$ cat src/pcs_cfg_pkg.sv
// Package: register map, field positions, reset values and carrier types
package pcs_cfg_pkg;

  // ****************************************************************
  // Register map (printed offsets are word indices, byte addr = 4*idx)
  // ****************************************************************
  localparam logic [7:0] IDX_RX_ERR_COUNT = 8'h15;
  localparam logic [7:0] IDX_CODING_CFG = 8'h16;
  localparam logic [7:0] IDX_IRQ_STATUS = 8'h1A;
  localparam logic [7:0] IDX_IRQ_MASK = 8'h1B;
  localparam logic [9:0] ADDR_RX_ERR_COUNT = {IDX_RX_ERR_COUNT, 2'b00};
  localparam logic [9:0] ADDR_CODING_CFG = {IDX_CODING_CFG, 2'b00};
  localparam logic [9:0] ADDR_IRQ_STATUS = {IDX_IRQ_STATUS, 2'b00};
  localparam logic [9:0] ADDR_IRQ_MASK = {IDX_IRQ_MASK, 2'b00};

  // ****************************************************************
  // Field positions and reset values
  // ****************************************************************
  localparam int BIT_BLOCK_CODE_SKIP = 12;
  localparam int BIT_FREE_RX_CLOCK = 11;
  localparam int BIT_QUIET_TX = 10;
  localparam int BIT_FORCE_SD = 9;
  localparam int BIT_SD_ALGO = 8;
  localparam int BIT_FORCE_LINK_100 = 5;
  localparam int BIT_NRZI_SKIP = 2;
  localparam int BIT_TX_SCRAM_SKIP = 1;
  localparam int BIT_RX_DESCRAM_SKIP = 0;
  localparam logic [15:0] CFG_WRITABLE = 16'h1F27;
  localparam logic [15:0] CFG_RESET = 16'h0100;
  localparam logic [7:0] TALLY_RESET = 8'h00;
  localparam logic [7:0] TALLY_MAX = 8'hFF;
  localparam logic [1:0] IRQ_RESET = 2'h0;
  localparam int IRQ_ERR_EVENT = 0;
  localparam int IRQ_SATURATED = 1;
  localparam logic [31:0] UNMAPPED_READ = 32'h0000_0000;

  // Coding path controls as one carrier
  typedef struct packed {
    logic block_code_skip;
    logic free_rx_clock;
    logic quiet_transmit_enable;
    logic force_signal_detect;
    logic signal_detect_algo_sel;
    logic force_link_100;
    logic nrzi_skip;
    logic tx_scrambler_skip;
    logic rx_descrambler_skip;
  } coding_ctrl_t;

  // Receive symbol status from the PCS
  typedef struct packed {
    logic carrier_valid;
    logic symbol_invalid;
    logic collision;
  } rx_status_t;

endpackage : pcs_cfg_pkg

$ cat src/pcs_config_rx_error_counter.sv
// Coding path configuration and saturating receive error tally, Avalon-MM slave
//
// Behaviour
// An 8-bit error tally sits in bits 7:0 of the receive error count register and counts receive errors.
// An error is recognised only while carrier is valid and an invalid symbol is seen in it.
// The tally moves at most once per carrier event however many bad symbols it holds.
// A carrier event that saw a collision does not move the tally.
// The tally sticks at its maximum and never wraps.
// The tally resets to zero, can be written, and clears when software reads it.
// Reserved upper bits of both registers ignore writes and read as zero.
// Bit 12 set bypasses the 4B5B coding, clear keeps it, reset zero.
// Bit 11 set makes the receive clock free-running, clear keeps it phase aligned.
// Bit 10 set enables true quiet transmit, clear is normal transmit.
// Bit 9 set forces signal detect in the attachment sublayer, clear is normal.
// Bit 8, reset one, selects enhanced signal detect when set and reduced when clear.
// Bit 5 set forces a good 100 Mb/s link, clear is normal link status.
// Bit 2 set bypasses NRZI coding, clear keeps it.
// Bit 1 set bypasses the transmit scrambler, clear keeps it.
// Bit 0 set bypasses the receive descrambler, clear keeps it.
// Software keeps reserved bits 6, 4 and 3 at zero and treats bit 7 as read-only zero.
`timescale 1ns/10ps
`default_nettype none
module pcs_config_rx_error_counter (
  // Clock and reset
  input wire logic clk_sys,
  input wire logic sys_rst,
  // Avalon-MM slave
  input wire logic [9:0] avs_address,
  input wire logic avs_read,
  input wire logic avs_write,
  input wire logic [31:0] avs_writedata,
  input wire logic [3:0] avs_byteenable,
  output logic [31:0] avs_readdata,
  output logic avs_waitrequest,
  // Receive status from the PCS
  input wire pcs_cfg_pkg::rx_status_t rx_status,
  // Coding path controls
  output pcs_cfg_pkg::coding_ctrl_t coding_ctrl,
  // Interrupt
  output logic irq
);

  // ****************************************************************
  // Bus handshake
  // ****************************************************************
  typedef enum logic {BUS_IDLE, BUS_DONE} bus_state_t;
  bus_state_t bus_state_reg;
  logic [15:0] cfg_reg;
  logic [7:0] tally_reg;
  logic [1:0] irq_status_reg;
  logic [1:0] irq_mask_reg;
  logic in_carrier_reg;
  logic seen_error_reg;
  logic seen_collision_reg;
  logic wr_take;
  logic rd_take;
  logic err_event;
  logic sat_event;
  logic [15:0] cfg_next;
  logic [7:0] tally_next;

  // Address compare shared by read and write decode
  function automatic logic hit(input logic [9:0] addr, input logic [9:0] target);
    hit = (addr == target);
  endfunction : hit

  // One wait cycle, then the access completes
  always_ff @(posedge clk_sys) begin
    if (sys_rst) begin
      bus_state_reg <= BUS_IDLE;
    end else begin
      unique case (bus_state_reg)
        BUS_IDLE: begin
          if (avs_read || avs_write) begin
            bus_state_reg <= BUS_DONE;
          end
        end
        BUS_DONE: begin
          bus_state_reg <= BUS_IDLE;
        end
      endcase
    end
  end

  // Waitrequest high except in the completing cycle
  always_ff @(posedge clk_sys) begin
    if (sys_rst) begin
      avs_waitrequest <= 1'b1;
    end else begin
      avs_waitrequest <= !((bus_state_reg == BUS_IDLE) && (avs_read || avs_write));
    end
  end

  // Waitrequest stays low for one cycle only
  a_wait_one_cycle: assert property (@(posedge clk_sys) disable iff (sys_rst)
    !avs_waitrequest |=> avs_waitrequest)
    else $error("waitrequest low twice");

  // Access takes effect on the edge where waitrequest is low
  assign wr_take = avs_write && !avs_waitrequest;
  assign rd_take = avs_read && !avs_waitrequest;

  // ****************************************************************
  // Coding path configuration
  // ****************************************************************
  // Byte-lane merge, reserved bits forced to zero
  always_comb begin
    cfg_next = cfg_reg;
    if (avs_byteenable[0]) begin
      cfg_next[7:0] = avs_writedata[7:0];
    end
    if (avs_byteenable[1]) begin
      cfg_next[15:8] = avs_writedata[15:8];
    end
    cfg_next = cfg_next & pcs_cfg_pkg::CFG_WRITABLE;
  end

  // Configuration storage
  always_ff @(posedge clk_sys) begin
    if (sys_rst) begin
      cfg_reg <= pcs_cfg_pkg::CFG_RESET;
    end else if (wr_take && hit(avs_address, pcs_cfg_pkg::ADDR_CODING_CFG)) begin
      cfg_reg <= cfg_next;
    end
  end

  // Reset values, and a full write lands on the writable bits only
  a_cfg_reset: assert property (@(posedge clk_sys)
    $fell(sys_rst) |-> (cfg_reg == pcs_cfg_pkg::CFG_RESET) && (tally_reg == pcs_cfg_pkg::TALLY_RESET))
    else $error("register not at reset value");

  a_cfg_write_lands: assert property (@(posedge clk_sys) disable iff (sys_rst)
    (wr_take && hit(avs_address, pcs_cfg_pkg::ADDR_CODING_CFG) && (avs_byteenable[1:0] == 2'h3)) |=>
    (cfg_reg == {3'h0, $past(avs_writedata[12:8]), 2'h0, $past(avs_writedata[5]), 2'h0, $past(avs_writedata[2:0])}))
    else $error("config write lost");

  // Control outputs registered from the configuration
  always_ff @(posedge clk_sys) begin
    if (sys_rst) begin
      coding_ctrl <= '0;
      coding_ctrl.signal_detect_algo_sel <= pcs_cfg_pkg::CFG_RESET[pcs_cfg_pkg::BIT_SD_ALGO];
    end else begin
      coding_ctrl.block_code_skip <= cfg_reg[pcs_cfg_pkg::BIT_BLOCK_CODE_SKIP];
      coding_ctrl.free_rx_clock <= cfg_reg[pcs_cfg_pkg::BIT_FREE_RX_CLOCK];
      coding_ctrl.quiet_transmit_enable <= cfg_reg[pcs_cfg_pkg::BIT_QUIET_TX];
      coding_ctrl.force_signal_detect <= cfg_reg[pcs_cfg_pkg::BIT_FORCE_SD];
      coding_ctrl.signal_detect_algo_sel <= cfg_reg[pcs_cfg_pkg::BIT_SD_ALGO];
      coding_ctrl.force_link_100 <= cfg_reg[pcs_cfg_pkg::BIT_FORCE_LINK_100];
      coding_ctrl.nrzi_skip <= cfg_reg[pcs_cfg_pkg::BIT_NRZI_SKIP];
      coding_ctrl.tx_scrambler_skip <= cfg_reg[pcs_cfg_pkg::BIT_TX_SCRAM_SKIP];
      coding_ctrl.rx_descrambler_skip <= cfg_reg[pcs_cfg_pkg::BIT_RX_DESCRAM_SKIP];
    end
  end

  // Each control output follows its configuration bit one clock later
  a_ctrl_free_clock: assert property (@(posedge clk_sys) disable iff (sys_rst)
    1'b1 |=> (coding_ctrl.free_rx_clock == $past(cfg_reg[pcs_cfg_pkg::BIT_FREE_RX_CLOCK])))
    else $error("free clock control lags");

  a_ctrl_quiet_tx: assert property (@(posedge clk_sys) disable iff (sys_rst)
    1'b1 |=> (coding_ctrl.quiet_transmit_enable == $past(cfg_reg[pcs_cfg_pkg::BIT_QUIET_TX])))
    else $error("quiet transmit control lags");

  a_ctrl_force_sd: assert property (@(posedge clk_sys) disable iff (sys_rst)
    1'b1 |=> (coding_ctrl.force_signal_detect == $past(cfg_reg[pcs_cfg_pkg::BIT_FORCE_SD])))
    else $error("signal detect force lags");

  a_ctrl_force_link: assert property (@(posedge clk_sys) disable iff (sys_rst)
    1'b1 |=> (coding_ctrl.force_link_100 == $past(cfg_reg[pcs_cfg_pkg::BIT_FORCE_LINK_100])))
    else $error("link force control lags");

  a_ctrl_nrzi_skip: assert property (@(posedge clk_sys) disable iff (sys_rst)
    1'b1 |=> (coding_ctrl.nrzi_skip == $past(cfg_reg[pcs_cfg_pkg::BIT_NRZI_SKIP])))
    else $error("nrzi control lags");

  a_ctrl_scram_skip: assert property (@(posedge clk_sys) disable iff (sys_rst)
    1'b1 |=> (coding_ctrl.tx_scrambler_skip == $past(cfg_reg[pcs_cfg_pkg::BIT_TX_SCRAM_SKIP])))
    else $error("scrambler control lags");

  a_ctrl_descram_skip: assert property (@(posedge clk_sys) disable iff (sys_rst)
    1'b1 |=> (coding_ctrl.rx_descrambler_skip == $past(cfg_reg[pcs_cfg_pkg::BIT_RX_DESCRAM_SKIP])))
    else $error("descrambler control lags");

  // ****************************************************************
  // Carrier event tracking
  // ****************************************************************
  // Flags for the running carrier event, judged when carrier ends
  always_ff @(posedge clk_sys) begin
    if (sys_rst) begin
      in_carrier_reg <= 1'b0;
      seen_error_reg <= 1'b0;
      seen_collision_reg <= 1'b0;
    end else begin
      in_carrier_reg <= rx_status.carrier_valid;
      if (rx_status.carrier_valid) begin
        if (rx_status.symbol_invalid) begin
          seen_error_reg <= 1'b1;
        end
        if (rx_status.collision) begin
          seen_collision_reg <= 1'b1;
        end
      end else begin
        seen_error_reg <= 1'b0;
        seen_collision_reg <= 1'b0;
      end
    end
  end

  // One event per carrier that saw a bad symbol, at its falling edge, none if collided
  assign err_event = in_carrier_reg && !rx_status.carrier_valid && seen_error_reg && !seen_collision_reg;
  assign sat_event = err_event && (tally_reg == pcs_cfg_pkg::TALLY_MAX - 8'h01);

  // ****************************************************************
  // Receive error tally
  // ****************************************************************
  // Saturating increment
  always_comb begin
    tally_next = tally_reg;
    if (err_event && (tally_reg != pcs_cfg_pkg::TALLY_MAX)) begin
      tally_next = tally_reg + 8'h01;
    end
  end

  // Write loads; a read takes away the value it returned, so an event
  // counted while the read waited, or in its completing cycle, is kept
  always_ff @(posedge clk_sys) begin
    if (sys_rst) begin
      tally_reg <= pcs_cfg_pkg::TALLY_RESET;
    end else if (wr_take && hit(avs_address, pcs_cfg_pkg::ADDR_RX_ERR_COUNT) && avs_byteenable[0]) begin
      tally_reg <= avs_writedata[7:0];
    end else if (rd_take && hit(avs_address, pcs_cfg_pkg::ADDR_RX_ERR_COUNT)) begin
      tally_reg <= tally_reg - avs_readdata[7:0] + {7'h00, err_event};
    end else begin
      tally_reg <= tally_next;
    end
  end

  // Tally moves only on a counted event, a write or a read
  a_tally_holds: assert property (@(posedge clk_sys) disable iff (sys_rst)
    (!err_event && !wr_take && !rd_take) |=> $stable(tally_reg))
    else $error("tally moved without cause");

  a_tally_sticks: assert property (@(posedge clk_sys) disable iff (sys_rst)
    (tally_reg == pcs_cfg_pkg::TALLY_MAX && !rd_take && !wr_take) |=> (tally_reg == pcs_cfg_pkg::TALLY_MAX))
    else $error("tally left its maximum");

  a_tally_loads: assert property (@(posedge clk_sys) disable iff (sys_rst)
    (wr_take && hit(avs_address, pcs_cfg_pkg::ADDR_RX_ERR_COUNT) && avs_byteenable[0]) |=>
    (tally_reg == $past(avs_writedata[7:0])))
    else $error("tally write lost");

  // ****************************************************************
  // Interrupts
  // ****************************************************************
  // Sticky status, write one to clear, set wins
  always_ff @(posedge clk_sys) begin
    if (sys_rst) begin
      irq_status_reg <= pcs_cfg_pkg::IRQ_RESET;
    end else begin
      if (wr_take && hit(avs_address, pcs_cfg_pkg::ADDR_IRQ_STATUS) && avs_byteenable[0]) begin
        irq_status_reg <= (irq_status_reg & ~avs_writedata[1:0]) | {sat_event, err_event};
      end else begin
        irq_status_reg <= irq_status_reg | {sat_event, err_event};
      end
    end
  end

  // Mask register
  always_ff @(posedge clk_sys) begin
    if (sys_rst) begin
      irq_mask_reg <= pcs_cfg_pkg::IRQ_RESET;
    end else if (wr_take && hit(avs_address, pcs_cfg_pkg::ADDR_IRQ_MASK) && avs_byteenable[0]) begin
      irq_mask_reg <= avs_writedata[1:0];
    end
  end

  // Interrupt level
  always_ff @(posedge clk_sys) begin
    if (sys_rst) begin
      irq <= 1'b0;
    end else begin
      irq <= |(irq_status_reg & irq_mask_reg);
    end
  end

  // Status bits latch their events and drive the level output
  a_status_sets: assert property (@(posedge clk_sys) disable iff (sys_rst)
    err_event |=> irq_status_reg[pcs_cfg_pkg::IRQ_ERR_EVENT])
    else $error("error status not set");

  a_status_sat: assert property (@(posedge clk_sys) disable iff (sys_rst)
    sat_event |=> irq_status_reg[pcs_cfg_pkg::IRQ_SATURATED])
    else $error("saturation status not set");

  a_status_sticky: assert property (@(posedge clk_sys) disable iff (sys_rst)
    (irq_status_reg[pcs_cfg_pkg::IRQ_ERR_EVENT] && !wr_take) |=> irq_status_reg[pcs_cfg_pkg::IRQ_ERR_EVENT])
    else $error("status dropped without clear");

  a_irq_raised: assert property (@(posedge clk_sys) disable iff (sys_rst)
    (|(irq_status_reg & irq_mask_reg)) |=> irq)
    else $error("interrupt not raised");

  a_irq_masked: assert property (@(posedge clk_sys) disable iff (sys_rst)
    (irq_mask_reg == 2'h0) |=> !irq)
    else $error("masked interrupt raised");

  // ****************************************************************
  // Read data
  // ****************************************************************
  // Read mux registered in the waiting cycle, valid when waitrequest drops
  always_ff @(posedge clk_sys) begin
    if (sys_rst) begin
      avs_readdata <= pcs_cfg_pkg::UNMAPPED_READ;
    end else if (avs_read && avs_waitrequest) begin
      if (hit(avs_address, pcs_cfg_pkg::ADDR_RX_ERR_COUNT)) begin
        avs_readdata <= {24'h000000, tally_reg};
      end else if (hit(avs_address, pcs_cfg_pkg::ADDR_CODING_CFG)) begin
        avs_readdata <= {16'h0000, cfg_reg};
      end else if (hit(avs_address, pcs_cfg_pkg::ADDR_IRQ_STATUS)) begin
        avs_readdata <= {30'h0, irq_status_reg};
      end else if (hit(avs_address, pcs_cfg_pkg::ADDR_IRQ_MASK)) begin
        avs_readdata <= {30'h0, irq_mask_reg};
      end else begin
        avs_readdata <= pcs_cfg_pkg::UNMAPPED_READ;
      end
    end
  end

  // Reserved upper bits read as zero
  a_read_upper_zero: assert property (@(posedge clk_sys) disable iff (sys_rst)
    (avs_read && !avs_waitrequest) |-> (avs_readdata[31:16] == 16'h0000))
    else $error("upper read bits set");

  a_tally_upper_zero: assert property (@(posedge clk_sys) disable iff (sys_rst)
    (rd_take && hit(avs_address, pcs_cfg_pkg::ADDR_RX_ERR_COUNT)) |-> (avs_readdata[15:8] == 8'h00))
    else $error("tally upper byte set");

  // ****************************************************************
  // Assertions
  // ****************************************************************
  a_tally_no_wrap: assert property (@(posedge clk_sys) disable iff (sys_rst)
    (tally_reg == pcs_cfg_pkg::TALLY_MAX && !$past(wr_take) && !rd_take && !wr_take) |=> (tally_reg != 8'h00))
    else $error("tally wrapped");
  a_one_per_carrier: assert property (@(posedge clk_sys) disable iff (sys_rst)
    err_event |=> !err_event)
    else $error("two counts in one carrier");
  a_collision_blocks: assert property (@(posedge clk_sys) disable iff (sys_rst)
    (seen_collision_reg && in_carrier_reg && !rx_status.carrier_valid) |-> !err_event)
    else $error("collided carrier counted");
  a_error_needs_symbol: assert property (@(posedge clk_sys) disable iff (sys_rst)
    err_event |-> seen_error_reg)
    else $error("count without bad symbol");
  a_count_steps: assert property (@(posedge clk_sys) disable iff (sys_rst)
    (err_event && !rd_take && !wr_take && tally_reg != pcs_cfg_pkg::TALLY_MAX) |=> (tally_reg == $past(tally_reg) + 8'h01))
    else $error("tally did not step");
  a_read_clears: assert property (@(posedge clk_sys) disable iff (sys_rst)
    (rd_take && hit(avs_address, pcs_cfg_pkg::ADDR_RX_ERR_COUNT) && !err_event && !wr_take) |=>
    (tally_reg == (($past(avs_readdata[7:0]) == pcs_cfg_pkg::TALLY_MAX) ? 8'h00 : {7'h00, $past(err_event, 2)})))
    else $error("read did not clear");
  a_reserved_zero: assert property (@(posedge clk_sys) disable iff (sys_rst)
    (cfg_reg[15:13] == 3'h0) && (cfg_reg[7:6] == 2'h0) && (cfg_reg[4:3] == 2'h0))
    else $error("reserved config bit set");
  a_ctrl_follows: assert property (@(posedge clk_sys) disable iff (sys_rst)
    ##1 (coding_ctrl.signal_detect_algo_sel == $past(cfg_reg[pcs_cfg_pkg::BIT_SD_ALGO])) && (coding_ctrl.block_code_skip == $past(cfg_reg[pcs_cfg_pkg::BIT_BLOCK_CODE_SKIP])))
    else $error("control output lags config");
  a_wait_bounded: assert property (@(posedge clk_sys) disable iff (sys_rst)
    $rose(avs_read || avs_write) |-> ##[0:2] !avs_waitrequest)
    else $error("waitrequest stuck");
  c_error_counted: cover property (@(posedge clk_sys) disable iff (sys_rst) err_event);
  c_saturated: cover property (@(posedge clk_sys) disable iff (sys_rst) sat_event);
  c_read_tally: cover property (@(posedge clk_sys) disable iff (sys_rst)
    rd_take && hit(avs_address, pcs_cfg_pkg::ADDR_RX_ERR_COUNT) && tally_reg != 8'h00);
  c_irq: cover property (@(posedge clk_sys) disable iff (sys_rst) $rose(irq));
  c_cfg_written: cover property (@(posedge clk_sys) disable iff (sys_rst)
    wr_take && hit(avs_address, pcs_cfg_pkg::ADDR_CODING_CFG));

endmodule : pcs_config_rx_error_counter
`default_nettype wire

$ cat config.mk
export PLATFORM = sky130hd
export DESIGN_NAME = pcs_config_rx_error_counter
export DESIGN_NICKNAME = d
export VERILOG_FILES = /design/src/pcs_cfg_pkg.sv /design/src/pcs_config_rx_error_counter.sv
export SDC_FILE = /design/constraint.sdc
export NUM_CORES = 1
export LEC_CHECK = 0
export ABC_AREA = 1
export BUFFER_PORTS_ARGS = -buffer_cell sky130_fd_sc_hd__buf_2
export CAP_MARGIN = 20
export CORE_ASPECT_RATIO = 1.25
export CORE_UTILIZATION = 35
export CTS_CLUSTER_SIZE = 30
export DETAILED_ROUTE_END_ITERATION = 7
export HOLD_SLACK_MARGIN = 0.1
export MAX_ROUTING_LAYER = met4
export PLACE_DENSITY = 0.69
export SETUP_SLACK_MARGIN = 0.05
export SKIP_LAST_GASP = 1
export SYNTH_ARGS = -nofsm -noshare
export SYNTH_HDL_FRONTEND = slang
export SYNTH_SLANG_ARGS = --single-unit
$ cat constraint.sdc
create_clock -name clk_sys -period 3.2 [get_ports clk_sys]
set_input_delay 0.32 -clock clk_sys [delete_from_list [all_inputs] [get_ports clk_sys]]
set_output_delay 0.32 -clock clk_sys [all_outputs]
set_load 0.05 [all_outputs]
==> Word level (Yosys, flattened, before mapping) <==
Cells that the tools add are included.
{ "totals": {"register_bits": 68, "out_inout_bits": 43, "wordCells": 74, "inputBits": 53} }
{ "classes": {"mux": 10, "eq_ne": 6, "n_reduce_logical": 27, "add_sub_neg": 3, "bitwise": 7} }
{ "ops": {"columns": ["cell", "n"], "rows": [
  ["$eq 10x7->1 const B", 4],
  ["$mux 13", 2],
  ["$mux 8", 3],
  ["$logic_and 1x1->1", 17],
  ["$add 8x1->8", 1],
  ["$add 8x1->8 const B", 1],
  ["$eq 8x8->1 const B", 1],
  ["$ne 8x8->1 const B", 1],
  ["$sub 8x8->8", 1],
  ["$mux 2", 3],
  ["$and 2x2->2", 2],
  ["$logic_not 1->1", 4],
  ["$or 2x2->2", 2],
  ["$reduce_and 2->1", 2],
  ["$reduce_or 2->1", 2],
  ["$reduce_bool 3->1", 1],
  ["$not 1->1", 2],
  ["$not 2->2", 1],
  ["$pmux 1 s2", 1],
  ["$logic_or 1x1->1", 1],
  ["$mux 1", 1]
]} }

==> Depth between registers and ports, before layout <==
{ "depth": {"depth_word": 8, "depth_mapped": 17, "mapped_depth_nobuf": 17} }

==> Worst setup path before layout <==
Ideal clock, no wire load.
{ "synth_timing": {"path_type": "input-to-reg", "startpoint": "input rx_status[2] (netlist bit)", "endpoint": "register tally_reg[4]", "t_arrival_ps": 2203, "t_required_ps": 3134, "setup_time_ps": 66, "slack_ps": 931, "n_path_buf": 0, "path_stages": 15, "cell_sequence": "nor3_1 > inv_1 > ha_1 > inv_1 > ha_1 > inv_1 > fa_1 > inv_1 > nand2_1 > a21oi_1 > or2_2 > nand3_1 > nand2_1 > nand2_1 > a21oi_2"} }
{ "synth_via": {"elab_chain_cells": 7, "elab_cells_between_ends": 9, "classes_between": "1 x add/sub; 2 x mux; 6 x reduce/logical"} }
{ "synth_rtl": {"columns": ["element", "line", "text"], "rows": [
  ["start, declared", "pcs_config_rx_error_counter.sv:36", "input wire pcs_cfg_pkg::rx_status_t rx_status,"],
  ["$logic_not 1->1 (*)", "pcs_config_rx_error_counter.sv:210", "assign err_event = in_carrier_reg && !rx_status.carrier_valid && seen_error_reg && !seen_collision_reg;"],
  ["$logic_and 1x1->1 (*) (3 in a row)", "pcs_config_rx_error_counter.sv:210", null],
  ["$add 8x1->8", "pcs_config_rx_error_counter.sv:232", "tally_reg <= tally_reg - avs_readdata[7:0] + {7'h00, err_event};"],
  ["$mux 8", "pcs_config_rx_error_counter.sv:231", "end else if (rd_take && hit(avs_address, pcs_cfg_pkg::ADDR_RX_ERR_COUNT)) begin"],
  ["$mux 8", "pcs_config_rx_error_counter.sv:229", "end else if (wr_take && hit(avs_address, pcs_cfg_pkg::ADDR_RX_ERR_COUNT) && avs_byteenable[0]) begin"],
  ["end signal, assigned", "pcs_config_rx_error_counter.sv:230", "tally_reg <= avs_writedata[7:0];"],
  ["end signal, assigned", "pcs_config_rx_error_counter.sv:232", null],
  ["end signal, assigned", "pcs_config_rx_error_counter.sv:234", "tally_reg <= tally_next;"],
  ["end, declared", "pcs_config_rx_error_counter.sv:49", "logic [7:0] tally_reg;"]
]} }
Every way passes the cells marked *; elsewhere a longest branch is shown, timed or not.
A chain may end at the register's enable or synchronous reset.

==> Final worst setup path <==
{ "layout_timing": {"startpoint": "register seen_error_reg", "endpoint": "register tally_reg[4]"} }
{ "layout_via": {"elab_chain_cells": 5, "elab_cells_between_ends": 7, "classes_between": "1 x add/sub; 2 x mux; 4 x reduce/logical"} }
{ "layout_rtl": {"columns": ["element", "line", "text"], "rows": [
  ["start, declared", "pcs_config_rx_error_counter.sv:53", "logic seen_error_reg;"],
  ["start signal, assigned", "pcs_config_rx_error_counter.sv:191", "seen_error_reg <= 1'b0;"],
  ["start signal, assigned", "pcs_config_rx_error_counter.sv:197", "seen_error_reg <= 1'b1;"],
  ["start signal, assigned", "pcs_config_rx_error_counter.sv:203", "seen_error_reg <= 1'b0;"],
  ["$logic_and 1x1->1 (*) (2 in a row)", "pcs_config_rx_error_counter.sv:210", null],
  ["$add 8x1->8", "pcs_config_rx_error_counter.sv:232", null],
  ["$mux 8", "pcs_config_rx_error_counter.sv:231", null],
  ["$mux 8", "pcs_config_rx_error_counter.sv:229", null]
]} }
Marked as above.

==> summary.md <==
| Metric | Value |
|---|---|
| Status | finished clean |
| Hold slack | 0.2472 ns |
| Via count | 2719 |
| Layout cell share with drive strength beyond 1 | between 20% and 30% |
| Sequential fraction of the synthesis area | between 30% and 40% |
| Dpl ws | 0.5036 ns |
| All-Layer GR Usage | 15.71% |
| Largest net degree at the start of global routing | 26 |
| Antenna-violating nets left | 0 |
| Synth unique cells | 40 |
| Routed vias/inst | 4.688 |
| Placed Cells | 572 |
| Die area | 9044 sq um |
| # nets final | around 550 |
| Gp weighted congestion | 0.9261 |
| Hold-critical path depth | 3 |
| R2R depth | 16 |
| Hold buffers post-CTS | 0 |
| Clock-pin slew on the worst setup and hold paths | around 0.090 ns |
| Peak supply drop | 0.0001741 V |
| Min-delay src | rx_status[0] |
| Row Count | 37 |
| Highest clock rate | 0.3801 GHz |
| Most Crowded Layer GR | met2 |
| Latest clock arrival within the worst-skew pair | 0.30 ns |
| Initial antenna violation count | 0 |
| Drt drc | 0 |
| CP max stage delay | 0.42 ns |
| Slowest stage cell on the critical path | nor3_1 |
| Crit path launch type | flip-flop |
| Fin. Hold Viols | 0 |
| Met3 usage | ~1.4% |
| Ant diodes | 0 |
| Maximum fanout along the worst path | 3 |
| Setup TNS | 0 ns |
| Met1 Use GR | 17.10% |
| Fin crit share | 82.22% |
| Fin Clk Skew | 0.006536 ns |
| Sink Count | 49 |
| Total Wirelength | 6601 um |
| Post-Synthesis Cells | 429 |
| CTS buffer count | 5 |
| Worst setup EP type | flip-flop |
| Post-route cell area | 3401 sq um |
| FF-to-FF End | tally_reg[4] |
| Die Y | 106.1 um |
| WHS Endpoint | seen_collision_reg |
| Vias in the first global route | 2570 |
| Critical Path RT | 3.43 ns |
| H-tree depth | 2 |
| Initial Util | a little over a third |
| Wire per inst | 11.38 um |
| I/O Buffers | 55 |
| Placed instance area | 3311 sq um |
| CTS tree | yes |
| Grt ovf | 0 |
| Max clock buf depth | 2 |
| 1st-iter DRT viols | 97 |
| Syn_area_per_cell | 7.070 sq um |
| R2R Setup Slk | 0.57 ns |
| Core Util, Final | 40.81% |
| Worst Hold Class | input port to flip-flop |
| First-pass GRT wire length | 11240 um |
| Pwr dens | 355.4 nW/um^2 |
| Final WS setup | 0.5689 ns |
| Cell Count, Final, Fillers Out | 580 |
| Worst relative slew slack | a little under half |
| Max_cap viols | 0 |
| Critical path, cell by cell | nand2_1, nor3_1, inv_1, ha_1, inv_1, ha_1, inv_1, fa_1, inv_1, nand2_1, a21oi_1, or2_2, nand3_1, nand2_1, nand2_1, a21oi_2 |
| Leak pwr | 1.695 nW |
| Met2 usage | 28.86% |
| Post-detail-place hpwl | 5255 um |
| RSZ-0062 raised after global routing | false |
| Endpoints failing setup | 0 |
| Die width | 85.26 um |
| Arrival time worst endpoint | roughly 2.9 ns |
| Worst R2R Start | seen_error_reg |
| WS Path Type | flip-flop to flip-flop |
| Max-slew violation count | 0 |
| Mapped Area | 3033 sq um |
| Total power | 1.209 mW |
| Area delta synth->final | 12.13% |
| Total iterations of the first detailed-routing run | 4 |
| Number of post-CTS setup repair buffers | 0 |
| IO Pins | 96 |
| Synth Register Bits | 49 |
| Clock root cell | clkbuf_8 |
| Worst-margin pin slew | 0.7853 ns |
| Warnings from Yosys | 0 |
| Cts repair resizes | 0 |
| Crit path time final | 2.631 ns |
| Core area | 8333 sq um |
| Max reg flops | 13 |
==> worst max path at each step <==
stage | slack [ns] | startpoint | to | cells past startpoint
floorplan | 0.93 | rx_status[2] | tally_reg[4] | 15
global placement | 0.53 | rx_status[2] | tally_reg[4] | 16
detailed placement | 0.50 | rx_status[2] | tally_reg[4] | 16
CTS | 0.59 | seen_error_reg | tally_reg[4] | 16
global route | 0.25 | seen_error_reg | tally_reg[4] | 16
finish | 0.57 | seen_error_reg | tally_reg[4] | 16
==> per-layer routing <==
metal / vias to the layer above / wire (um) / share of wire, %
li1: 1426 / - / -
met1: 1211 / 2790 / 42
met2: 68 / 3412 / 52
met3: 14 / 195 / 3.0
met4: 0 / 202 / 3.1
met5: - / 0 / 0
==> layout make-up <==
| cell class | count | area (sq um) |
|---|---|---|
| tap | 97 | 121.4 |
| clock buffer | 5 | 68.82 |
| clock inverter | 3 | 21.27 |
| fill | 886 | 4932 |
| inverter | 71 | 266.5 |
| timing repair buffer | 55 | 275.3 |
| sequential | 49 | 980.9 |
| multi-input combinational | 300 | 1667 |
==> cells in the final DEF (no fill, tap or decap) <==
cell,synthesis,routed
o221ai_1,1,1
inv_1,64,64
nor2_1,33,33
nor2_4,2,2
nor2_8,2,2
fa_1,1,1
nor2_2,3,3
or2_2,3,3
or2_0,1,1
inv_6,0,1
clkinvlp_4,0,1
clkbuf_8,0,5
nor3_2,1,1
nand2_1,97,97
o21ai_0,20,20
nand3_1,30,30
nor4_2,1,1
o21bai_1,2,2
ha_1,16,16
nor4_1,1,1
a21oi_2,4,4
a21oi_1,29,29
nand2_4,1,1
nor3b_1,1,1
nor3_1,1,1
buf_2,1,55
nand3_2,4,4
clkinv_2,0,1
conb_1,1,19
nand4_1,6,6
nand3_4,3,3
nand2_2,4,4
xor2_1,4,4
xnor2_1,1,1
inv_2,6,6
dfxtp_1,49,49
clkinv_1,1,1
nand3b_1,1,1
o211ai_1,2,2
o21ai_2,6,6
==> worst max-delay path: cells and delay by family, from the launching register on <==
| kind | cells | cell delay (ns) |
|---|---|---|
| compound gates | 2 | 0.25 |
| buf+inv | 4 | 0.30 |
| flops | 1 | 0.34 |
| fa+ha+maj | 3 | 0.83 |
| simple gates | 7 | 0.85 |
==> where the power goes <==
part / leakage [nW] / switching [mW] / internal (mW)
combinational: 1.25 / 0.161 / 0.0550
clock: 0.0445 / 0.210 / 0.155
sequential: 0.397 / 0.00843 / 0.620
==> cell families after synthesis <==
| logic type | after synthesis | synth area share (%) |
|---|---|---|
| adder cells (fa/ha/maj) | 17 | 7.261 |
| XOR/XNOR | 5 | 1.444 |
| AND/OR/NAND/NOR | 195 | 31.64 |
| AO/OA/AOI/OAI | 64 | 12.25 |
| flip-flops | 49 | 32.34 |
| other | 1 | 0.1236 |
| buffers and inverters | 98 | 14.93 |
==> synthesized netlist by cell type, drive strengths merged <==
cell,number,area share (%)
a21oi,33,5.9
buf,21,5.4
clkbuf,6,0.78
clkinv,1,0.12
conb,1,0.12
dfxtp,49,32
fa,1,0.66
ha,16,6.6
inv,70,8.7
nand2,102,13
nand3,37,8.0
nand3b,1,0.25
nand4,6,1.2
nor2,40,6.8
nor3,2,0.49
nor3b,1,0.25
nor4,2,0.62
o211ai,2,0.49
o21ai,26,5.0
o21bai,2,0.49
o221ai,1,0.29
or2,4,0.83
xnor2,1,0.29
xor2,4,1.2
Note: power is estimated with default switching activity, not from simulation.
